<file path="src/logic/pdr_pkg.sv">
`default_nettype none
package pdr_pkg;

   // ------------------------------------------------------------
   // Memory pages
   // ------------------------------------------------------------
   localparam int PAGE_BYTES = 1024;
   localparam logic [5:0] PAGE_ROM0 = 6'h30; // C000-C3FF
   localparam logic [5:0] PAGE_ROM1 = 6'h31; // C400-C7FF
   localparam logic [5:0] PAGE_SYSRAM = 6'h32; // C800-CBFF
   localparam logic [5:0] PAGE_SCREEN = 6'h33; // CC00-CFFF
   localparam int PAGE_ROM0_IX = 0;
   localparam int PAGE_ROM1_IX = 1;
   localparam int PAGE_SYSRAM_IX = 2;
   localparam int PAGE_SCREEN_IX = 3;

   // ------------------------------------------------------------
   // Port numbers, high address byte
   // ------------------------------------------------------------
   localparam logic [7:0] PORT_KBD_STAT = 8'hFA;
   localparam logic [7:0] PORT_KBD_DATA = 8'hFC;
   localparam logic [7:0] PORT_SER_STAT = 8'hF8;
   localparam logic [7:0] PORT_SER_DATA = 8'hF9;
   localparam logic [7:0] PORT_TAPE_STAT = 8'hF6;
   localparam logic [7:0] PORT_TAPE_DATA = 8'hF7;
   localparam logic [7:0] PORT_PARALLEL = 8'hFD;
   localparam logic [7:0] PORT_SENSE = 8'hFF;

   // ------------------------------------------------------------
   // Register map
   // ------------------------------------------------------------
   localparam logic [7:0] REG_CTRL = 8'h00;
   localparam logic [7:0] REG_STATUS = 8'h04;
   localparam logic [7:0] REG_IRQ_STAT = 8'h08;
   localparam logic [7:0] REG_IRQ_MASK = 8'h0C;
   localparam logic [7:0] REG_PAR_OUT = 8'h10;
   localparam int CTRL_EN_BIT = 0;
   localparam logic [31:0] CTRL_RESET = 32'h0000_0001;
   localparam logic [3:0] IRQ_MASK_RESET = 4'h0;
   localparam int IRQ_PAR_WR = 0;
   localparam int IRQ_SER_TX = 1;
   localparam int IRQ_KBD_RD = 2;
   localparam int IRQ_REFRESH_LOST = 3;
   localparam logic [1:0] RESP_OKAY = 2'h0;
   localparam logic [1:0] RESP_SLVERR = 2'h2;

   // ------------------------------------------------------------
   // Types
   // ------------------------------------------------------------
   typedef enum logic [1:0] {
      SEL_KBD, SEL_PAR, SEL_SHARED, SEL_INT
   } pdr_src_e;

   typedef struct packed {
      logic [15:0] addr;
      logic mem;
      logic io;
      logic rd;
      logic wr;
   } pdr_cpu_s;

   typedef struct packed {
      logic kbd_stat_rd;
      logic kbd_data_rd;
      logic par_rd;
      logic par_wr;
      logic sense_rd;
      logic ser_en;
      logic ser_stat_rd;
      logic ser_data_rd;
      logic ser_data_wr;
      logic tape_en;
      logic tape_stat_rd;
      logic tape_data_rd;
      logic tape_data_wr;
   } pdr_strobe_s;

endpackage
`default_nettype wire

</file>
<file path="src/logic/pdr_router.sv">
// Operation
// - Four adjoining 1024-byte pages, own selects
// - ROM page zero: C000 to C3FF
// - ROM page one: C400 to C7FF
// - System RAM page: C800 to CBFF
// - Screen page: CC00 to CFFF
// - Pages decoded from six top address bits
// - Ports decoded from eight top bits
// - Processor beats screen refresh on screen memory
// - Parallel write latches shared bus to connector
// - Parallel inputs feed multiplexer unlatched
// - Keyboard lines direct; ready flag internal
// - Sense strobe drives switches onto shared bus
// - Serial UART enabled by strobe, status internal
// - Tape UART enabled by strobe, status internal
// - Serial data write strobe loads transmitter
// - Keyboard read picks keyboard; serial picks internal
// - Multiplexer chooses among four sources
// - ROM/RAM read internal; RAM writes shared
//
// Our own choices: the AXI4-Lite register port and the placing of the registers.
`timescale 1ns/1ps
`default_nettype none
module pdr_router (
   input wire logic aclk,
   input wire logic aresetn,
   // AXI4-Lite slave
   input wire logic [7:0] s_axi_awaddr,
   input wire logic s_axi_awvalid,
   output logic s_axi_awready,
   input wire logic [31:0] s_axi_wdata,
   input wire logic [3:0] s_axi_wstrb,
   input wire logic s_axi_wvalid,
   output logic s_axi_wready,
   output logic [1:0] s_axi_bresp,
   output logic s_axi_bvalid,
   input wire logic s_axi_bready,
   input wire logic [7:0] s_axi_araddr,
   input wire logic s_axi_arvalid,
   output logic s_axi_arready,
   output logic [31:0] s_axi_rdata,
   output logic [1:0] s_axi_rresp,
   output logic s_axi_rvalid,
   input wire logic s_axi_rready,
   output logic irq,
   // Processor side
   input wire pdr_pkg::pdr_cpu_s cpu_bus,
   input wire logic [7:0] cpu_data_out,
   output logic [7:0] cpu_data_in,
   output var pdr_pkg::pdr_src_e data_in_sel,
   output logic ext_drv_en,
   // Memory pages and ports
   output logic [3:0] page_sel,
   output var pdr_pkg::pdr_strobe_s port_strobe,
   input wire logic [7:0] internal_bus,
   input wire logic [7:0] keyboard_char_lines,
   input wire logic [7:0] parallel_in_lines,
   input wire logic [7:0] sense_switches,
   output logic [7:0] parallel_out_port,
   input wire logic refresh_req,
   output logic refresh_grant,
   // Shared two-way bus, oe low while driving
   input wire logic [7:0] shared_two_way_bus_i,
   output logic [7:0] shared_two_way_bus_o,
   output logic shared_two_way_bus_oe_n
);

   // ------------------------------------------------------------
   // Input synchronisers
   // ------------------------------------------------------------
   localparam int CPU_W = $bits(pdr_pkg::pdr_cpu_s);
   localparam int PIN_W = 8 * 6 + 1;
   pdr_pkg::pdr_cpu_s s_cpu;
   logic [7:0] s_wdata, s_int, s_kbd, s_par, s_sense, s_shared;
   logic s_refresh;

   pdr_sync #(.WIDTH(CPU_W)) u_sync_cpu (
      .aclk(aclk),
      .aresetn(aresetn),
      .din(cpu_bus),
      .dout(s_cpu)
   );

   pdr_sync #(.WIDTH(PIN_W)) u_sync_pins (
      .aclk(aclk),
      .aresetn(aresetn),
      .din({cpu_data_out, internal_bus, keyboard_char_lines,
            parallel_in_lines, sense_switches, shared_two_way_bus_i,
            refresh_req}),
      .dout({s_wdata, s_int, s_kbd, s_par, s_sense, s_shared,
             s_refresh})
   );

   // ------------------------------------------------------------
   // Decode
   // ------------------------------------------------------------
   logic [31:0] ctrl;
   logic en;
   logic [3:0] next_page;
   pdr_pkg::pdr_strobe_s next_strobe;
   pdr_pkg::pdr_src_e next_sel;
   logic [7:0] port;
   logic io_ok;

   assign en = ctrl[pdr_pkg::CTRL_EN_BIT];
   assign port = s_cpu.addr[15:8];
   // Port cycles only when no memory cycle is flagged
   assign io_ok = en && s_cpu.io && !s_cpu.mem;

   // Page selects from the top six address bits
   always_comb begin
      next_page = 4'h0;
      if (en && s_cpu.mem && !s_cpu.io) begin
         case (s_cpu.addr[15:10])
            pdr_pkg::PAGE_ROM0: next_page[pdr_pkg::PAGE_ROM0_IX] = 1'b1;
            pdr_pkg::PAGE_ROM1: next_page[pdr_pkg::PAGE_ROM1_IX] = 1'b1;
            pdr_pkg::PAGE_SYSRAM:
               next_page[pdr_pkg::PAGE_SYSRAM_IX] = 1'b1;
            pdr_pkg::PAGE_SCREEN:
               next_page[pdr_pkg::PAGE_SCREEN_IX] = 1'b1;
            default: next_page = 4'h0;
         endcase
      end
   end

   // Port strobes from the top eight address bits
   always_comb begin
      next_strobe = '0;
      if (io_ok) begin
         case (port)
            pdr_pkg::PORT_KBD_STAT: next_strobe.kbd_stat_rd = s_cpu.rd;
            pdr_pkg::PORT_KBD_DATA: next_strobe.kbd_data_rd = s_cpu.rd;
            pdr_pkg::PORT_PARALLEL: begin
               next_strobe.par_rd = s_cpu.rd;
               next_strobe.par_wr = s_cpu.wr;
            end
            pdr_pkg::PORT_SENSE: next_strobe.sense_rd = s_cpu.rd;
            pdr_pkg::PORT_SER_STAT: begin
               next_strobe.ser_stat_rd = s_cpu.rd;
            end
            pdr_pkg::PORT_SER_DATA: begin
               next_strobe.ser_data_rd = s_cpu.rd;
               next_strobe.ser_data_wr = s_cpu.wr;
            end
            pdr_pkg::PORT_TAPE_STAT: next_strobe.tape_stat_rd = s_cpu.rd;
            pdr_pkg::PORT_TAPE_DATA: begin
               next_strobe.tape_data_rd = s_cpu.rd;
               next_strobe.tape_data_wr = s_cpu.wr;
            end
            default: next_strobe = '0;
         endcase
      end
      next_strobe.ser_en = next_strobe.ser_stat_rd |
         next_strobe.ser_data_rd | next_strobe.ser_data_wr;
      next_strobe.tape_en = next_strobe.tape_stat_rd |
         next_strobe.tape_data_rd | next_strobe.tape_data_wr;
   end

   // Input multiplexer source for this cycle
   always_comb begin
      next_sel = pdr_pkg::SEL_SHARED; // external memory and I/O
      if (next_strobe.kbd_data_rd)
         next_sel = pdr_pkg::SEL_KBD;
      else if (next_strobe.par_rd)
         next_sel = pdr_pkg::SEL_PAR;
      else if (next_strobe.kbd_stat_rd | next_strobe.ser_stat_rd |
               next_strobe.ser_data_rd | next_strobe.tape_stat_rd |
               next_strobe.tape_data_rd)
         next_sel = pdr_pkg::SEL_INT;
      else if (|next_page[pdr_pkg::PAGE_SYSRAM_IX:0] && s_cpu.rd)
         next_sel = pdr_pkg::SEL_INT;
   end

   // ------------------------------------------------------------
   // Selects, strobes and data paths
   // ------------------------------------------------------------
   always_ff @(posedge aclk) begin
      if (!aresetn) begin
         page_sel <= 4'h0;
         port_strobe <= '0;
         data_in_sel <= pdr_pkg::SEL_SHARED;
         ext_drv_en <= 1'b0;
      end else begin
         page_sel <= next_page;
         port_strobe <= next_strobe;
         data_in_sel <= next_sel;
         ext_drv_en <= s_cpu.rd && next_sel == pdr_pkg::SEL_SHARED;
      end
   end

   // Four-input multiplexer into the processor
   always_ff @(posedge aclk) begin
      if (!aresetn) begin
         cpu_data_in <= 8'h00;
      end else begin
         case (next_sel)
            pdr_pkg::SEL_KBD: cpu_data_in <= s_kbd;
            pdr_pkg::SEL_PAR: cpu_data_in <= s_par;
            pdr_pkg::SEL_INT: cpu_data_in <= s_int;
            default: cpu_data_in <= s_shared;
         endcase
      end
   end

   // Shared bus: processor writes and sense switch reads
   always_ff @(posedge aclk) begin
      if (!aresetn) begin
         shared_two_way_bus_o <= 8'h00;
         shared_two_way_bus_oe_n <= 1'b1;
      end else if (s_cpu.wr && (s_cpu.mem || s_cpu.io)) begin
         shared_two_way_bus_o <= s_wdata;
         shared_two_way_bus_oe_n <= 1'b0;
      end else if (next_strobe.sense_rd) begin
         shared_two_way_bus_o <= s_sense;
         shared_two_way_bus_oe_n <= 1'b0;
      end else begin
         shared_two_way_bus_oe_n <= 1'b1;
      end
   end

   // Parallel output latch holds the strobed bus value
   always_ff @(posedge aclk) begin
      if (!aresetn)
         parallel_out_port <= 8'h00;
      else if (port_strobe.par_wr)
         parallel_out_port <= shared_two_way_bus_o;
   end

   // Screen refresh gets the memory only when the processor is off it
   always_ff @(posedge aclk) begin
      if (!aresetn)
         refresh_grant <= 1'b0;
      else
         refresh_grant <= s_refresh &&
            !next_page[pdr_pkg::PAGE_SCREEN_IX];
   end

   // ------------------------------------------------------------
   // Interrupt events
   // ------------------------------------------------------------
   logic [3:0] irq_stat, irq_mask, events;
   logic stat_rd;

   assign events = {s_refresh && next_page[pdr_pkg::PAGE_SCREEN_IX],
                    next_strobe.kbd_data_rd, next_strobe.ser_data_wr,
                    next_strobe.par_wr};

   // Sticky bits, cleared by a read; a new event wins the clear
   always_ff @(posedge aclk) begin
      if (!aresetn)
         irq_stat <= 4'h0;
      else
         irq_stat <= (stat_rd ? 4'h0 : irq_stat) | events;
   end

   always_ff @(posedge aclk) begin
      if (!aresetn)
         irq <= 1'b0;
      else
         irq <= |(((stat_rd ? 4'h0 : irq_stat) | events) & irq_mask);
   end

   // ------------------------------------------------------------
   // AXI4-Lite write channel
   // ------------------------------------------------------------
   logic aw_held, w_held;
   logic [7:0] aw_addr;
   logic [31:0] w_data;
   logic [3:0] w_strb;
   logic do_wr;

   assign do_wr = aw_held && w_held && !s_axi_bvalid;
   assign aw_held = !s_axi_awready; // Ready flops double as held flags
   assign w_held = !s_axi_wready;

   // Address and data captured in either order
   always_ff @(posedge aclk) begin
      if (!aresetn) begin
         s_axi_awready <= 1'b1;
         s_axi_wready <= 1'b1;
         aw_addr <= 8'h00;
         w_data <= 32'h0000_0000;
         w_strb <= 4'h0;
      end else begin
         if (s_axi_awvalid && s_axi_awready) begin
            s_axi_awready <= 1'b0;
            aw_addr <= s_axi_awaddr;
         end else if (do_wr) begin
            s_axi_awready <= 1'b1;
         end
         if (s_axi_wvalid && s_axi_wready) begin
            s_axi_wready <= 1'b0;
            w_data <= s_axi_wdata;
            w_strb <= s_axi_wstrb;
         end else if (do_wr) begin
            s_axi_wready <= 1'b1;
         end
      end
   end

   // Register writes and write response
   always_ff @(posedge aclk) begin
      if (!aresetn) begin
         ctrl <= pdr_pkg::CTRL_RESET;
         irq_mask <= pdr_pkg::IRQ_MASK_RESET;
         s_axi_bvalid <= 1'b0;
         s_axi_bresp <= pdr_pkg::RESP_OKAY;
      end else if (do_wr) begin
         s_axi_bvalid <= 1'b1;
         s_axi_bresp <= pdr_pkg::RESP_OKAY;
         case (aw_addr)
            pdr_pkg::REG_CTRL: begin
               if (w_strb[0])
                  ctrl[7:0] <= w_data[7:0];
            end
            pdr_pkg::REG_IRQ_MASK: begin
               if (w_strb[0])
                  irq_mask <= w_data[3:0];
            end
            pdr_pkg::REG_STATUS, pdr_pkg::REG_IRQ_STAT,
            pdr_pkg::REG_PAR_OUT: s_axi_bresp <= pdr_pkg::RESP_OKAY;
            default: s_axi_bresp <= pdr_pkg::RESP_SLVERR;
         endcase
      end else if (s_axi_bready) begin
         s_axi_bvalid <= 1'b0;
      end
   end

   // ------------------------------------------------------------
   // AXI4-Lite read channel
   // ------------------------------------------------------------
   assign stat_rd = s_axi_arvalid && s_axi_arready &&
      s_axi_araddr == pdr_pkg::REG_IRQ_STAT;

   always_ff @(posedge aclk) begin
      if (!aresetn) begin
         s_axi_arready <= 1'b1;
         s_axi_rvalid <= 1'b0;
         s_axi_rdata <= 32'h0000_0000;
         s_axi_rresp <= pdr_pkg::RESP_OKAY;
      end else if (s_axi_arvalid && s_axi_arready) begin
         s_axi_arready <= 1'b0;
         s_axi_rvalid <= 1'b1;
         s_axi_rresp <= pdr_pkg::RESP_OKAY;
         case (s_axi_araddr)
            pdr_pkg::REG_CTRL: s_axi_rdata <= {24'h0, ctrl[7:0]};
            pdr_pkg::REG_STATUS:
               s_axi_rdata <= {24'h0, refresh_grant, ext_drv_en,
                               data_in_sel, page_sel};
            pdr_pkg::REG_IRQ_STAT: s_axi_rdata <= {28'h0, irq_stat};
            pdr_pkg::REG_IRQ_MASK: s_axi_rdata <= {28'h0, irq_mask};
            pdr_pkg::REG_PAR_OUT: s_axi_rdata <= {24'h0, parallel_out_port};
            default: begin
               s_axi_rdata <= 32'h0000_0000;
               s_axi_rresp <= pdr_pkg::RESP_SLVERR;
            end
         endcase
      end else if (s_axi_rvalid && s_axi_rready) begin
         s_axi_rvalid <= 1'b0;
         s_axi_arready <= 1'b1;
      end
   end

   // ------------------------------------------------------------
   // Assertions
   // ------------------------------------------------------------
   AST_ROM0: assert property (@(posedge aclk) disable iff (!aresetn)
      (en && s_cpu.mem && !s_cpu.io && s_cpu.addr[15:10] == 6'h30)
      |=> page_sel == 4'h1)
      else $error("ROM page zero not selected");
   AST_ROM1: assert property (@(posedge aclk) disable iff (!aresetn)
      (en && s_cpu.mem && !s_cpu.io && s_cpu.addr[15:10] == 6'h31)
      |=> page_sel == 4'h2)
      else $error("ROM page one not selected");
   AST_SYSRAM: assert property (@(posedge aclk) disable iff (!aresetn)
      (en && s_cpu.mem && !s_cpu.io && s_cpu.addr[15:10] == 6'h32)
      |=> page_sel == 4'h4)
      else $error("System RAM page not selected");
   AST_SCREEN: assert property (@(posedge aclk) disable iff (!aresetn)
      (en && s_cpu.mem && !s_cpu.io && s_cpu.addr[15:10] == 6'h33)
      |=> page_sel == 4'h8)
      else $error("Screen page not selected");
   AST_ONE_PAGE: assert property (@(posedge aclk) disable iff (!aresetn)
      $onehot0(page_sel) and (s_cpu.addr[15:12] != 4'hC |=> page_sel == 4'h0))
      else $error("Page selects overlap or stray");
   AST_NO_MIX: assert property (@(posedge aclk) disable iff (!aresetn)
      !(|page_sel && |port_strobe))
      else $error("Page select with port strobe");
   AST_REFRESH: assert property (@(posedge aclk) disable iff (!aresetn)
      page_sel[3] |-> !refresh_grant)
      else $error("Refresh granted during processor access");
   AST_PAR_LATCH: assert property (@(posedge aclk) disable iff (!aresetn)
      port_strobe.par_wr |=> parallel_out_port == $past(shared_two_way_bus_o)
      ##1 parallel_out_port == $past(parallel_out_port, 1) ||
      $past(port_strobe.par_wr))
      else $error("Parallel output not latched");
   AST_SENSE: assert property (@(posedge aclk) disable iff (!aresetn)
      (next_strobe.sense_rd && !s_cpu.wr) |=> (port_strobe.sense_rd &&
      !shared_two_way_bus_oe_n && shared_two_way_bus_o == $past(s_sense)))
      else $error("Sense switches not driven");
   AST_KBD_MUX: assert property (@(posedge aclk) disable iff (!aresetn)
      next_strobe.kbd_data_rd |=> data_in_sel == pdr_pkg::SEL_KBD &&
      cpu_data_in == $past(s_kbd))
      else $error("Keyboard read not steered");
   AST_SER_MUX: assert property (@(posedge aclk) disable iff (!aresetn)
      next_strobe.ser_data_rd |=> data_in_sel == pdr_pkg::SEL_INT &&
      port_strobe.ser_en && cpu_data_in == $past(s_int))
      else $error("Serial read not steered internal");
   AST_PAR_IN: assert property (@(posedge aclk) disable iff (!aresetn)
      next_strobe.par_rd |=> cpu_data_in == $past(s_par))
      else $error("Parallel input not passed through");
   AST_TX_LOAD: assert property (@(posedge aclk) disable iff (!aresetn)
      port_strobe.ser_data_wr |-> port_strobe.ser_en &&
      !shared_two_way_bus_oe_n)
      else $error("Transmit load without bus data");
   AST_TAPE: assert property (@(posedge aclk) disable iff (!aresetn)
      next_strobe.tape_stat_rd |=> port_strobe.tape_en &&
      data_in_sel == pdr_pkg::SEL_INT)
      else $error("Tape status not internal");

endmodule // pdr_router
`default_nettype wire

</file>
<file path="src/logic/pdr_sync.sv">
`timescale 1ns/1ps
`default_nettype none
// Two-stage synchroniser for pin inputs
module pdr_sync #(
   parameter int WIDTH = 8
) (
   input wire logic aclk,
   input wire logic aresetn,
   input wire logic [WIDTH-1:0] din,
   output logic [WIDTH-1:0] dout
);
   logic [WIDTH-1:0] meta;

   // First stage read only by second stage
   always_ff @(posedge aclk) begin
      if (!aresetn) begin
         meta <= '0;
         dout <= '0;
      end else begin
         meta <= din;
         dout <= meta;
      end
   end
endmodule // pdr_sync
`default_nettype wire

</file>
<file path="config.mk">
export PLATFORM = sky130hd
export DESIGN_NAME = pdr_router
export DESIGN_NICKNAME = d
export VERILOG_FILES = /design/src/logic/pdr_pkg.sv /design/src/logic/pdr_router.sv /design/src/logic/pdr_sync.sv
export SDC_FILE = /design/constraint.sdc
export NUM_CORES = 1
export LEC_CHECK = 0
export ABC_AREA = 1
export BUFFER_PORTS_ARGS = -buffer_cell sky130_fd_sc_hd__buf_4
export CAP_MARGIN = 20
export CORE_ASPECT_RATIO = 1.25
export CORE_MARGIN = 8
export CORE_UTILIZATION = 35
export CTS_CLUSTER_SIZE = 12
export DETAILED_ROUTE_END_ITERATION = 7
export SLEW_MARGIN = 20
export SYNTH_ARGS = -nofsm -noshare
export SYNTH_HDL_FRONTEND = slang
export SYNTH_SLANG_ARGS = --single-unit
export TNS_END_PERCENT = 20
</file>
<file path="constraint.sdc">
create_clock -name aclk -period 1.7 [get_ports aclk]
set_clock_uncertainty 0.05 [all_clocks]
set_input_delay 0.34 -clock aclk [delete_from_list [all_inputs] [get_ports aclk]]
set_output_delay 0.34 -clock aclk [all_outputs]
set_load 0.01 [all_outputs]
</file>
==> impl_results.md, run 1 <==
* Crit path kind: reg -> reg
* Cell area after placement at roughly 0.0094 sq mm
* Cell Pwr Density at between 900 and 1000 mW/mm^2
* LEAKAGE at 5.88 nW
* Critical Path End Type: flop
* Post-synth cell types at 32
* Fmax at approximately 600 MHz
* R2r worst-path depth at 12
* Yosys warnings at 0
* Largest net degree at the start of global routing at between 70 and 80
* Routed wire per std cell at 12.3 microns
* Ratio of final minimum period to clock period at 97.6%
* Hold wc startpoint: parallel_in_lines[2]
* Worst-Skew Late Latency at around 490 ps
* Final antenna-violating net count at 0
* Drt pass-1 iters at 4
* Mapped Area at about 0.0077 sq mm
* Clock buffer depth at 3
* ANT cells at 0
* Status: completed
* CTS sink count at between 200 and 250
* Die Ht at roughly 180 microns
* Final core occ at approximately 51%
* Die area at 0.0271 sq mm
* Avg Inst Size Synth at around 7.8 sq um
* RD Place Congestion at around 0.85
* CTS tree: built
* CTS Buf Count at 23
* Post-synth EDFFs at 0
* Row cnt at 60
* I/O pins at between 200 and 250
* Number of global-route vias before repair at roughly 6.5k
* Hold Path End: u_sync_pins.meta[19]$_SDFF_PN0_
* DPL Wire Length at between 10 and 15 mm
* Residual DRC at 0
* Mapped Cells at approximately 990
* Final setup vio count at 0
* Worst setup SP type: flop
* GRT Total Usage at about 14%
* Nets@finish at between 1k and 1.5k
* Final Cell Area at roughly 0.011 sq mm
* Iter 0 DRT Violations at 221
* Final Hold Viols at 0
* Critical Path Fanout Max at 8
* R2r endpoint: cpu_data_in[1]$_SDFF_PN0_
* Sequential share of the synthesized area at 56.4%
* RSZ-0062 raised after global routing: true
* Worst path required time at about 2100 ps
* H-tree depth at 1
* CTS Root Cell: clkbuf_16
* Vias per cell at between 4 and 5
* Minimum clock period at between 1500 and 2000 ps
* Synth Flop Type: dfxtp_1
* DR vias at around 6.5k
* R2r setup slk at 40 ps
* First-pass GRT wire length at just over 30 mm
* #FFs+latches synth at 217
* Share of layout cells above drive strength 1 at roughly a quarter
* Die W at 149 microns
* PnR Total Power at approximately 11 mW
* Hold Slack at about 13 ps
* Gr ovfl total at 0
* Max cap viols at 0
* Worst r2r src: ctrl[0]$_SDFFE_PN1P_
* Area Overhead vs Synth at 42.6%
* Tightest Hold Check Type: in -> reg
* Starting Density at a little over a third
* Ys async rst share at 0%
* Core area at 0.0215 sq mm
* VDD IR-drop max at ~0.72 mV
* Worst EP arrival at 2050 ps
* Clock transition at the registers of the reported paths at 60 ps
* Antenna violations before repair at 0
* Slew Limit Fails at 0
* IO buf count at approximately 150
* WL final at between 15 and 20 mm
* Hold depth at 3
* Fill count at roughly 2.1k
==> routing by layer <==
| metal | global-route usage (%) | wire, microns | vias up | part of all wire (%) |
|---|---|---|---|---|
| li1 | - | - | 3443 | - |
| met1 | 15.8 | 8100 | 2838 | 42 |
| met2 | 24.3 | 9580 | 169 | 50 |
| met3 | 2.61 | 993 | 28 | 5.2 |
| met4 | 4.42 | 399 | 0 | 2.1 |
| met5 | 0 | 0 | - | 0 |
==> timing repair <==
action | CTS | global route
setup buffers | 3 | 7
resized for setup | 14 | 66
endpoints found under the hold margin | 61 | 0
hold buffers | 61 | 0
pin swaps | 6 | 14
endpoints found under the setup margin | 22 | 28
==> sequential cells by signal (all words and copies together) (netlist names), 2 cells and up <==
| register | count |
|---|---|
| data_in_sel | 2 |
| u_sync_cpu.dout | 12 |
| irq_stat | 4 |
| aw_addr | 8 |
| port_strobe | 13 |
| u_sync_cpu.meta | 12 |
| s_axi_rdata | 8 |
| shared_two_way_bus_o | 8 |
| w_data | 8 |
| irq_mask | 4 |
| cpu_data_in | 8 |
| parallel_out_port | 8 |
| page_sel | 4 |
| ctrl | 8 |
| u_sync_pins.dout | 49 |
| u_sync_pins.meta | 49 |
==> Yosys cell counts (all sizes together), types with 2 or more instances <==
| cell | count | share of area (%) |
|---|---|---|
| a211oi | 8 | 0.78 |
| a21boi | 2 | 0.19 |
| a21oi | 23 | 1.5 |
| a22oi | 5 | 0.49 |
| a31oi | 3 | 0.24 |
| buf | 32 | 3.0 |
| clkbuf | 24 | 1.2 |
| dfxtp | 217 | 56 |
| inv | 188 | 9.2 |
| nand2 | 244 | 12 |
| nand3 | 29 | 2.2 |
| nand4 | 5 | 0.41 |
| nor2 | 138 | 7.1 |
| nor3 | 13 | 0.99 |
| nor4 | 3 | 0.32 |
| o211ai | 2 | 0.19 |
| o21ai | 55 | 3.6 |
==> per-stage QoR <==
step / instances / setup WS, ps / setup TNS (ps)
3_3_place_gp: 1442 / -43.6 / -258
3_5_place_dp: 1442 / -68.9 / -496
6_report: 1547 / 41.2 / 0
5_1_grt: 1547 / -63.6 / -498
2_1_floorplan: 1019 / 146 / 0
4_1_cts: 1540 / -17.3 / -17.7
==> power by group <==
| part | switching (mW) | internal (mW) | leakage, nW | total, mW |
|---|---|---|---|---|
| Combinational | 0.392 | 0.413 | 3.77 | 0.805 |
| Sequential | 0.0863 | 5.29 | 1.79 | 5.37 |
| Clock | 1.79 | 2.62 | 0.325 | 4.41 |
| Total | 2.27 | 8.32 | 5.88 | 10.6 |
==> worst max-delay path, stage by stage (launching register included) <==
cell and delay, ps:
dfxtp_4 380, nand3_2 150, nor2_2 200, nand2_2 100, buf_6 130, nand2_1 50
nor2_1 40, nand4_1 120, buf_12 170, nand2_2 50, nand3_2 50, nand2_1 50
inv_1 50
==> kinds of logic (layout without fill, tap and decap cells) <==
| kind of cell | after synthesis | count (layout) | share of synthesized area (%) |
|---|---|---|---|
| AND/OR/NAND/NOR | 433 | 433 | 23.2 |
| buffers and inverters | 244 | 493 | 13.3 |
| flip-flops | 217 | 217 | 56.4 |
| AO/OA/AOI/OAI | 99 | 99 | 7.08 |
| other | 1 | 26 | 0.0487 |
==> layout make-up <==
class / instances / area [sq um] / area share [%]
clock buffer: 31 / 646 / 5.88
clock inverter: 3 / 17.5 / 0.159
inverter: 188 / 706 / 6.42
multi-input combinational: 558 / 2600 / 23.7
sequential: 217 / 4370 / 39.8
tap: 279 / 349 / 3.18
timing repair buffer: 271 / 2290 / 20.9
==> how the worst max path moves through the flow <==
stage                                    from  cells after the start                        end
2_1_floorplan   u_sync_cpu.dout[1]$_SDFF_PN0_                     12  cpu_data_in[4]$_SDFF_PN0_
3_3_place_gp   u_sync_cpu.dout[18]$_SDFF_PN0_                     14  cpu_data_in[5]$_SDFF_PN0_
3_5_place_dp   u_sync_cpu.dout[18]$_SDFF_PN0_                     14  cpu_data_in[5]$_SDFF_PN0_
4_1_cts        u_sync_cpu.dout[19]$_SDFF_PN0_                     14  cpu_data_in[5]$_SDFF_PN0_
5_1_grt        u_sync_cpu.dout[13]$_SDFF_PN0_                     13  cpu_data_in[3]$_SDFF_PN0_
6_report                 ctrl[0]$_SDFFE_PN1P_                     12  cpu_data_in[1]$_SDFF_PN0_
==> cells in the final DEF, fill, tap and decap left out, types with 2 or more instances in the layout <==
cell and n:
nor2_1 122, o211ai_1 2, nor3_1 9, dlygate4sd3_1 61, nand3_1 19, nand2_2 16, nand2_4 8, clkbuf_8 4
nor2_4 4, buf_4 196, buf_6 8, a211oi_1 8, dfxtp_1 205, dfxtp_4 6, dfxtp_2 6, inv_1 179
inv_2 9, a21oi_1 23, o21ai_0 54, clkbuf_1 4, nor3_4 2, a21boi_0 2, nor3_2 2, buf_12 6
nand2_1 220, nor2_2 12, conb_1 26, a22oi_1 5, nand4_1 5, nand3_2 9, a31oi_1 3, clkinv_2 2
nor4_1 2, clkbuf_16 23
Power figures use the tool's default switching activity.
==> run 2: changes to the inputs <==
==> constraint.sdc (replaced) <==
create_clock -name aclk -period 1.7 [get_ports aclk]
set_clock_uncertainty 0.05 [all_clocks]
set_input_delay 0.255 -clock aclk [delete_from_list [all_inputs] [get_ports aclk]]
set_output_delay 0.255 -clock aclk [all_outputs]
set_load 0.01 [all_outputs]
==> impl_results.md, run 2 (synthesis results as in run 1) <==
* LEAKAGE at 5.93 nW (+0.81%)
* Nets@finish at 1,402 (+1.1%)
* DPL Wire Length at 13.3 mm (-1.6%)
* Clock buffer depth at 3 (unchanged)
* Drt pass-1 iters at 4 (unchanged)
* IO buf count at 154 (unchanged)
* Worst-Skew Late Latency at 490 ps (about the same)
* Gr ovfl total at 0 (unchanged)
* Critical Path Fanout Max at 5 (-3)
* Max cap viols at 0 (unchanged)
* CTS tree: built
* Area Overhead vs Synth at 44.9%
* CTS Root Cell: clkbuf_16
* RSZ-0062 raised after global routing: true
* WL final at 18.7 mm (-2.1%)
* Crit path kind: reg -> reg
* Slew Limit Fails at 0 (unchanged)
* RD Place Congestion at 0.857 (+0.84%)
* Worst EP arrival at 1980 ps (-70 ps)
* Worst r2r src: u_sync_cpu.dout[17]$_SDFF_PN0_
* Final setup vio count at 0 (unchanged)
* VDD IR-drop max at 0.637 mV (-12%)
* Core area at 0.0215 sq mm (unchanged)
* R2r worst-path depth at 13 (+1)
* Number of global-route vias before repair at 6,404 (-0.90%)
* DR vias at 6,465 (-0.20%)
* GRT Total Usage at 13.5% (-0.098 points)
* First-pass GRT wire length at 30.4 mm (-0.32%)
* ANT cells at 0 (unchanged)
* Slowest stage cell, crit path: dfxtp_2
* Fill count at 2,038 (-2.5%)
* Final antenna-violating net count at 0 (unchanged)
* CTS sink count at 217 (unchanged)
* Largest net degree at the start of global routing at 89 (+14%)
* Ratio of final minimum period to clock period at 97.2% (-0.38 points)
* Crit-path max cell delay at 350 ps (-30 ps)
* Placed Cells incl. Taps at 1,443 (+0.069%)
* Critical Path End Type: flop
* CTS Buf Count at 23 (unchanged)
* Crit path top cell by count: nand2_1
* Status: completed
* Hold depth at 3 (unchanged)
* Vias per cell at 4.13 (-1.3%)
* Non-Filler Instances at 1,564 (+1.1%)
* Most frequent cells in the layout: 226 x nand2_1, 205 x dfxtp_1, 193 x buf_4, 181 x inv_1, 121 x nor2_1
* Top Registers: u_sync_pins.dout: 49 flops, u_sync_pins.meta: 49 flops, port_strobe: 13 flops
* Cell Pwr Density at 970 mW/mm^2 (+0.66%)
* Fmax at 605 MHz (+0.39%)
* R2r endpoint: cpu_data_in[5]$_SDFF_PN0_
* Critical Path End: cpu_data_in[5]$_SDFF_PN0_
* Worst path required time at 2030 ps (-60 ps)
* Iter 0 DRT Violations at 228 (+3.2%)
* Die W at 149 microns (unchanged)
* Final Hold Viols at 0 (unchanged)
* Die Ht at 182 microns (unchanged)
* Worst setup SP type: flop
* R2r setup slk at 50 ps (about the same)
* CP startpoint: u_sync_cpu.dout[17]$_SDFF_PN0_
* TNS Setup at 0 ps (unchanged)
* Dpl ws at -93.5 ps (-24.6 ps)
* Final core occ at 51.8% (+0.83 points)
* H-tree depth at 1 (unchanged)
* Share of layout cells above drive strength 1 at 23.5% (-1.5 points)
* Most common library cell in the layout ignoring fill and taps: nand2_1
* Residual DRC at 0 (unchanged)
* Antenna violations before repair at 0 (unchanged)
* Minimum clock period at 1650 ps (-6.48 ps)
* Final worst slack at 47.6 ps (+6.48 ps)
* Tightest Hold Check Type: in -> reg
* Starting Density at 35.8% (unchanged)
* Cells along the critical path: nand2_4 -> nor2_4 -> nand2_4 -> buf_6 -> nor3_4 -> buf_4 -> nor2_1 -> nand2_1 -> nand2_1 -> inv_1 -> nand3_1 -> nand2_1 -> inv_1
* Row cnt at 60 (unchanged)
* Clock transition at the registers of the reported paths at 60 ps (about the same)
* Routed wire per std cell at 11.9 microns (-3.2%)
* I/O pins at 216 (unchanged)
* Die area at 0.0271 sq mm (unchanged)
## run 2: metal layers
metal	vias to the layer above	share of wire (%)	GRT usage, %
met5	-	0	0
met4	0	2.7	5.15
met3	35	5.1	2.49
met2	160	49	23.7
met1	2795	43	15.8
li1	3475	-	-
## run 2: critical path: cells and delay by family (launching register included)
family	cells	cell delay (ps)
and+or+nand+nor	9	750
DFF	1	350
buffers and inverters	4	400
## run 2: worst min path at each step
stage / startpoint / endpoint / slack (ps)
finish: s_axi_wdata[0] / w_data[0]$_SDFFE_PN0P_ / 40
CTS: s_axi_wdata[0] / w_data[0]$_SDFFE_PN0P_ / 9
global placement: u_sync_pins.meta[10]$_SDFF_PN0_ / u_sync_pins.dout[10]$_SDFF_PN0_ / 340
detailed placement: u_sync_pins.meta[34]$_SDFF_PN0_ / u_sync_pins.dout[34]$_SDFF_PN0_ / 350
floorplan: keyboard_char_lines[2] / u_sync_pins.meta[27]$_SDFF_PN0_ / 300
global route: s_axi_wdata[0] / w_data[0]$_SDFFE_PN0P_ / 80
## run 2: timing repair
action	4_1_cts	5_1_grt
endpoints found under the setup margin	16	26
buffers inserted	1	3
endpoints found under the hold margin	83	0
gates resized for setup	13	52
pin swaps	3	14
hold buffers	81	0
## run 2: cell type report
cell class / instances / area, sq um / share of cell area (%)
Sequential cell: 217 / 4360 / 39.1
Multi-Input combinational cell: 558 / 2590 / 23.2
Timing Repair Buffer: 286 / 2460 / 22.0
Inverter: 188 / 708 / 6.34
Clock buffer: 34 / 667 / 5.97
Tap cell: 279 / 349 / 3.13
Clock inverter: 2 / 35.0 / 0.314
## run 2: per-stage QoR
step                cell area [sq um]  hold slack [ps]  power [mW]
global placement                 9410              343        6.14
finish                          11200             38.4        10.8
floorplan                        7800              298        5.86
global route                    11200             78.3        11.3
detailed placement               9410              345        6.15
CTS                             11000             9.45        11.0
## run 2: power by group
group | internal (mW) | total [mW] | leakage, nW | switching [mW]
registers | 5.29 | 5.38 | 1.79 | 0.0850
clock network | 2.83 | 4.62 | 0.345 | 1.80
logic | 0.440 | 0.833 | 3.79 | 0.393
==> run 3: changes to the inputs <==
--- a/config.mk
+++ b/config.mk
@@ -13,6 +13,7 @@
 export CORE_UTILIZATION = 35
 export CTS_CLUSTER_SIZE = 12
 export DETAILED_ROUTE_END_ITERATION = 7
+export PLACE_DENSITY = 0.59
 export SLEW_MARGIN = 20
 export SYNTH_ARGS = -nofsm -noshare
 export SYNTH_HDL_FRONTEND = slang
==> impl_results.md, run 3 (synthesis results as in run 1) <==
* Dpl ws at -29.2 ps (+64.3 ps)
* Antenna violations before repair at 0 (unchanged)
* Crit path kind: reg -> reg
* Status: completed
* H-tree depth at 1 (unchanged)
* Die Ht at 182 microns (unchanged)
* LEAKAGE at 5.88 nW (-0.80%)
* Met1 WL at 8.07 mm (+0.45%)
* Cells along the critical path: buf_4 -> nand2_1 -> nor2_1 -> nand3_1 -> nand2_2 -> nor2_4 -> nand3_4 -> clkbuf_16 -> nor2_2 -> nor2_1 -> nand2_1 -> inv_1
* RSZ-0062 raised after global routing: true
* Final worst slack at 28.1 ps (-19.5 ps)
* I/O pins at 216 (unchanged)
* GRT Total Usage at 13.7% (+0.27 points)
* Core area at 0.0215 sq mm (unchanged)
* Worst path required time at 2040 ps (about the same)
* Die area at 0.0271 sq mm (unchanged)
* Tightest Hold Check Type: in -> reg
* Multi-input logic area at 0.00261 sq mm (+0.97%)
* Top Registers: u_sync_pins.dout: 49 flops, u_sync_pins.meta: 49 flops, port_strobe: 13 flops
* VDD IR-drop max at 0.675 mV (+6.0%)
* Largest net degree at the start of global routing at 87 (-2.2%)
* CTS sink count at 217 (unchanged)
* Internal power at 8.45 mW (-1.3%)
* Share of power burned in registers at 49.9% (+0.3 points)
* R2r setup slk at 30 ps (-20 ps)
* Crit-path max cell delay at 310 ps (-40 ps)
* Clock buffer depth at 3 (unchanged)
* Die W at 149 microns (unchanged)
* Worst EP arrival at 2010 ps (+30 ps)
* Hold Slack at 22.5 ps (-15.9 ps)
* Worst-Skew Late Latency at 490 ps (about the same)
* Gr ovfl total at 0 (unchanged)
* Max cap viols at 0 (unchanged)
* Critical Path End Type: flop
* Slew Limit Fails at 0 (unchanged)
* Clk pwr share at 42.3% (-0.4 points)
* Most common library cell in the layout ignoring fill and taps: nand2_1
* Crit path max-delay family: simple AND/OR/NAND/NOR gates
* Clock transition at the registers of the reported paths at 60 ps (about the same)
* CTS Root Cell: clkbuf_16
* DR vias at 6,483 (+0.28%)
* Number of global-route vias before repair at 6,629 (+3.5%)
* CTS tree: built
* WL final at 18.9 mm (+1.2%)
* Vias per cell at 4.15 (+0.41%)
* Iter 0 DRT Violations at 228 (unchanged)
* DR WL met2 at 9.33 mm (+1.7%)
* PnR Total Power at 10.8 mW (-0.64%)
* Nets@finish at 1,399 (-0.21%)
* Worst r2r src: u_sync_cpu.dout[13]$_SDFF_PN0_
* First-pass GRT wire length at 30.8 mm (+1.4%)
* Switching share of power at 21.5% (+0.49 points)
* Top sig layer: met4
* Met3 wire len at 998 microns (+5.2%)
* Worst setup SP type: flop
* Power share of the combinational group at 7.8% (about the same)
* Critical Path Fanout Max at 7 (+2)
* Fill count at 2,054 (+0.79%)
* Most frequent cells in the layout: 222 x nand2_1, 208 x dfxtp_1, 194 x buf_4, 181 x inv_1, 119 x nor2_1
* Final setup vio count at 0 (unchanged)
* Share of layout cells above drive strength 1 at 23.9% (+0.45 points)
* Row cnt at 60 (unchanged)
* Ratio of final minimum period to clock period at 98.3% (+1.1 points)
* CP Depth at 12 (-1)
* Cell Pwr Density at 967 mW/mm^2 (-0.38%)
* Drt pass-1 iters at 4 (unchanged)
* Residual DRC at 0 (unchanged)
* Area Overhead vs Synth at 44.5%
* Final Hold Viols at 0 (unchanged)
* DPL Wire Length at 13.4 mm (+1.1%)
* IO buf count at 154 (unchanged)
* RD Place Congestion at 0.892 (+4.0%)
* Final antenna-violating net count at 0 (unchanged)
* Switching pwr at 2.31 mW (+1.7%)
* Routed wire per std cell at 12.1 microns (+1.4%)
* CP Buf/Inv Count at 3 (-1)
* R2r endpoint: cpu_data_in[7]$_SDFF_PN0_
* Fmax at 598 MHz (-1.2%)
* CTS Buf Count at 23 (unchanged)
* Slowest stage cell, crit path: dfxtp_1
* Reg area at 0.00436 sq mm (about the same)
* Critical Path End: cpu_data_in[7]$_SDFF_PN0_
* CP startpoint: u_sync_cpu.dout[13]$_SDFF_PN0_
* R2r worst-path depth at 12 (-1)
* Final core occ at 51.7% (-0.13 points)
* Starting Density at 35.8% (unchanged)
* Minimum clock period at 1670 ps (+19.5 ps)
run 3: final cells by class:
| cell class | instances | share of cell area [%] |
|---|---|---|
| Tap cell | 279 | 3.13 |
| Clock buffer | 35 | 6.11 |
| Sequential cell | 217 | 39.2 |
| Multi-Input combinational cell | 558 | 23.4 |
| Antenna cell | 1 | 0.0225 |
| Timing Repair Buffer | 283 | 21.7 |
| Inverter | 188 | 6.34 |
| Clock inverter | 1 | 0.0674 |
run 3: metal layers:
layer  global-route usage (%)  vias to the layer above
met5                        0                        -
met4                     5.56                        0
met3                     2.69                       31
met2                     24.6                      165
met1                     15.6                     2807
li1                         -                     3480
run 3: power groups by stage:
stage          Sequential (mW)  Combinational [mW]  Clock [mW]
3_5_place_dp              5.48               0.680           0
6_report                  5.37               0.836        4.56
4_1_cts                   5.37               0.832        4.70
3_3_place_gp              5.48               0.671           0
2_1_floorplan             5.48               0.384           0
5_1_grt                   5.39               0.944        4.93
run 3: worst min path at each step:
stage          cells after the start                       startpoint  slack [ps]                            endpoint
2_1_floorplan                      2           keyboard_char_lines[2]         300     u_sync_pins.meta[27]$_SDFF_PN0_
3_3_place_gp                       2  u_sync_pins.meta[12]$_SDFF_PN0_         340     u_sync_pins.dout[12]$_SDFF_PN0_
3_5_place_dp                       2  u_sync_pins.meta[25]$_SDFF_PN0_         350     u_sync_pins.dout[25]$_SDFF_PN0_
4_1_cts                            2                          aresetn           3  shared_two_way_bus_oe_n$_SDFF_PN1_
5_1_grt                            2                          aresetn           5  shared_two_way_bus_oe_n$_SDFF_PN1_
6_report                           2                          aresetn          20  shared_two_way_bus_oe_n$_SDFF_PN1_
run 3: stage by stage:
step | std cells | cell area [sq um] | setup TNS, ps
after floorplan | 1019 | 7800 | 0
after global placement | 1442 | 9390 | -50.4
after detailed placement | 1442 | 9390 | -124
after CTS | 1557 | 10900 | 0
after global routing | 1561 | 11100 | -698
final | 1562 | 11100 | 0
run 3: repair_timing:
action / CTS / global route
cloned: 0 / 1
pin swaps: 1 / 22
hold buffers: 79 / 0
setup endpoints to repair: 16 / 27
gates resized for setup: 7 / 63
hold endpoints to repair: 79 / 0
buffers inserted: 0 / 3
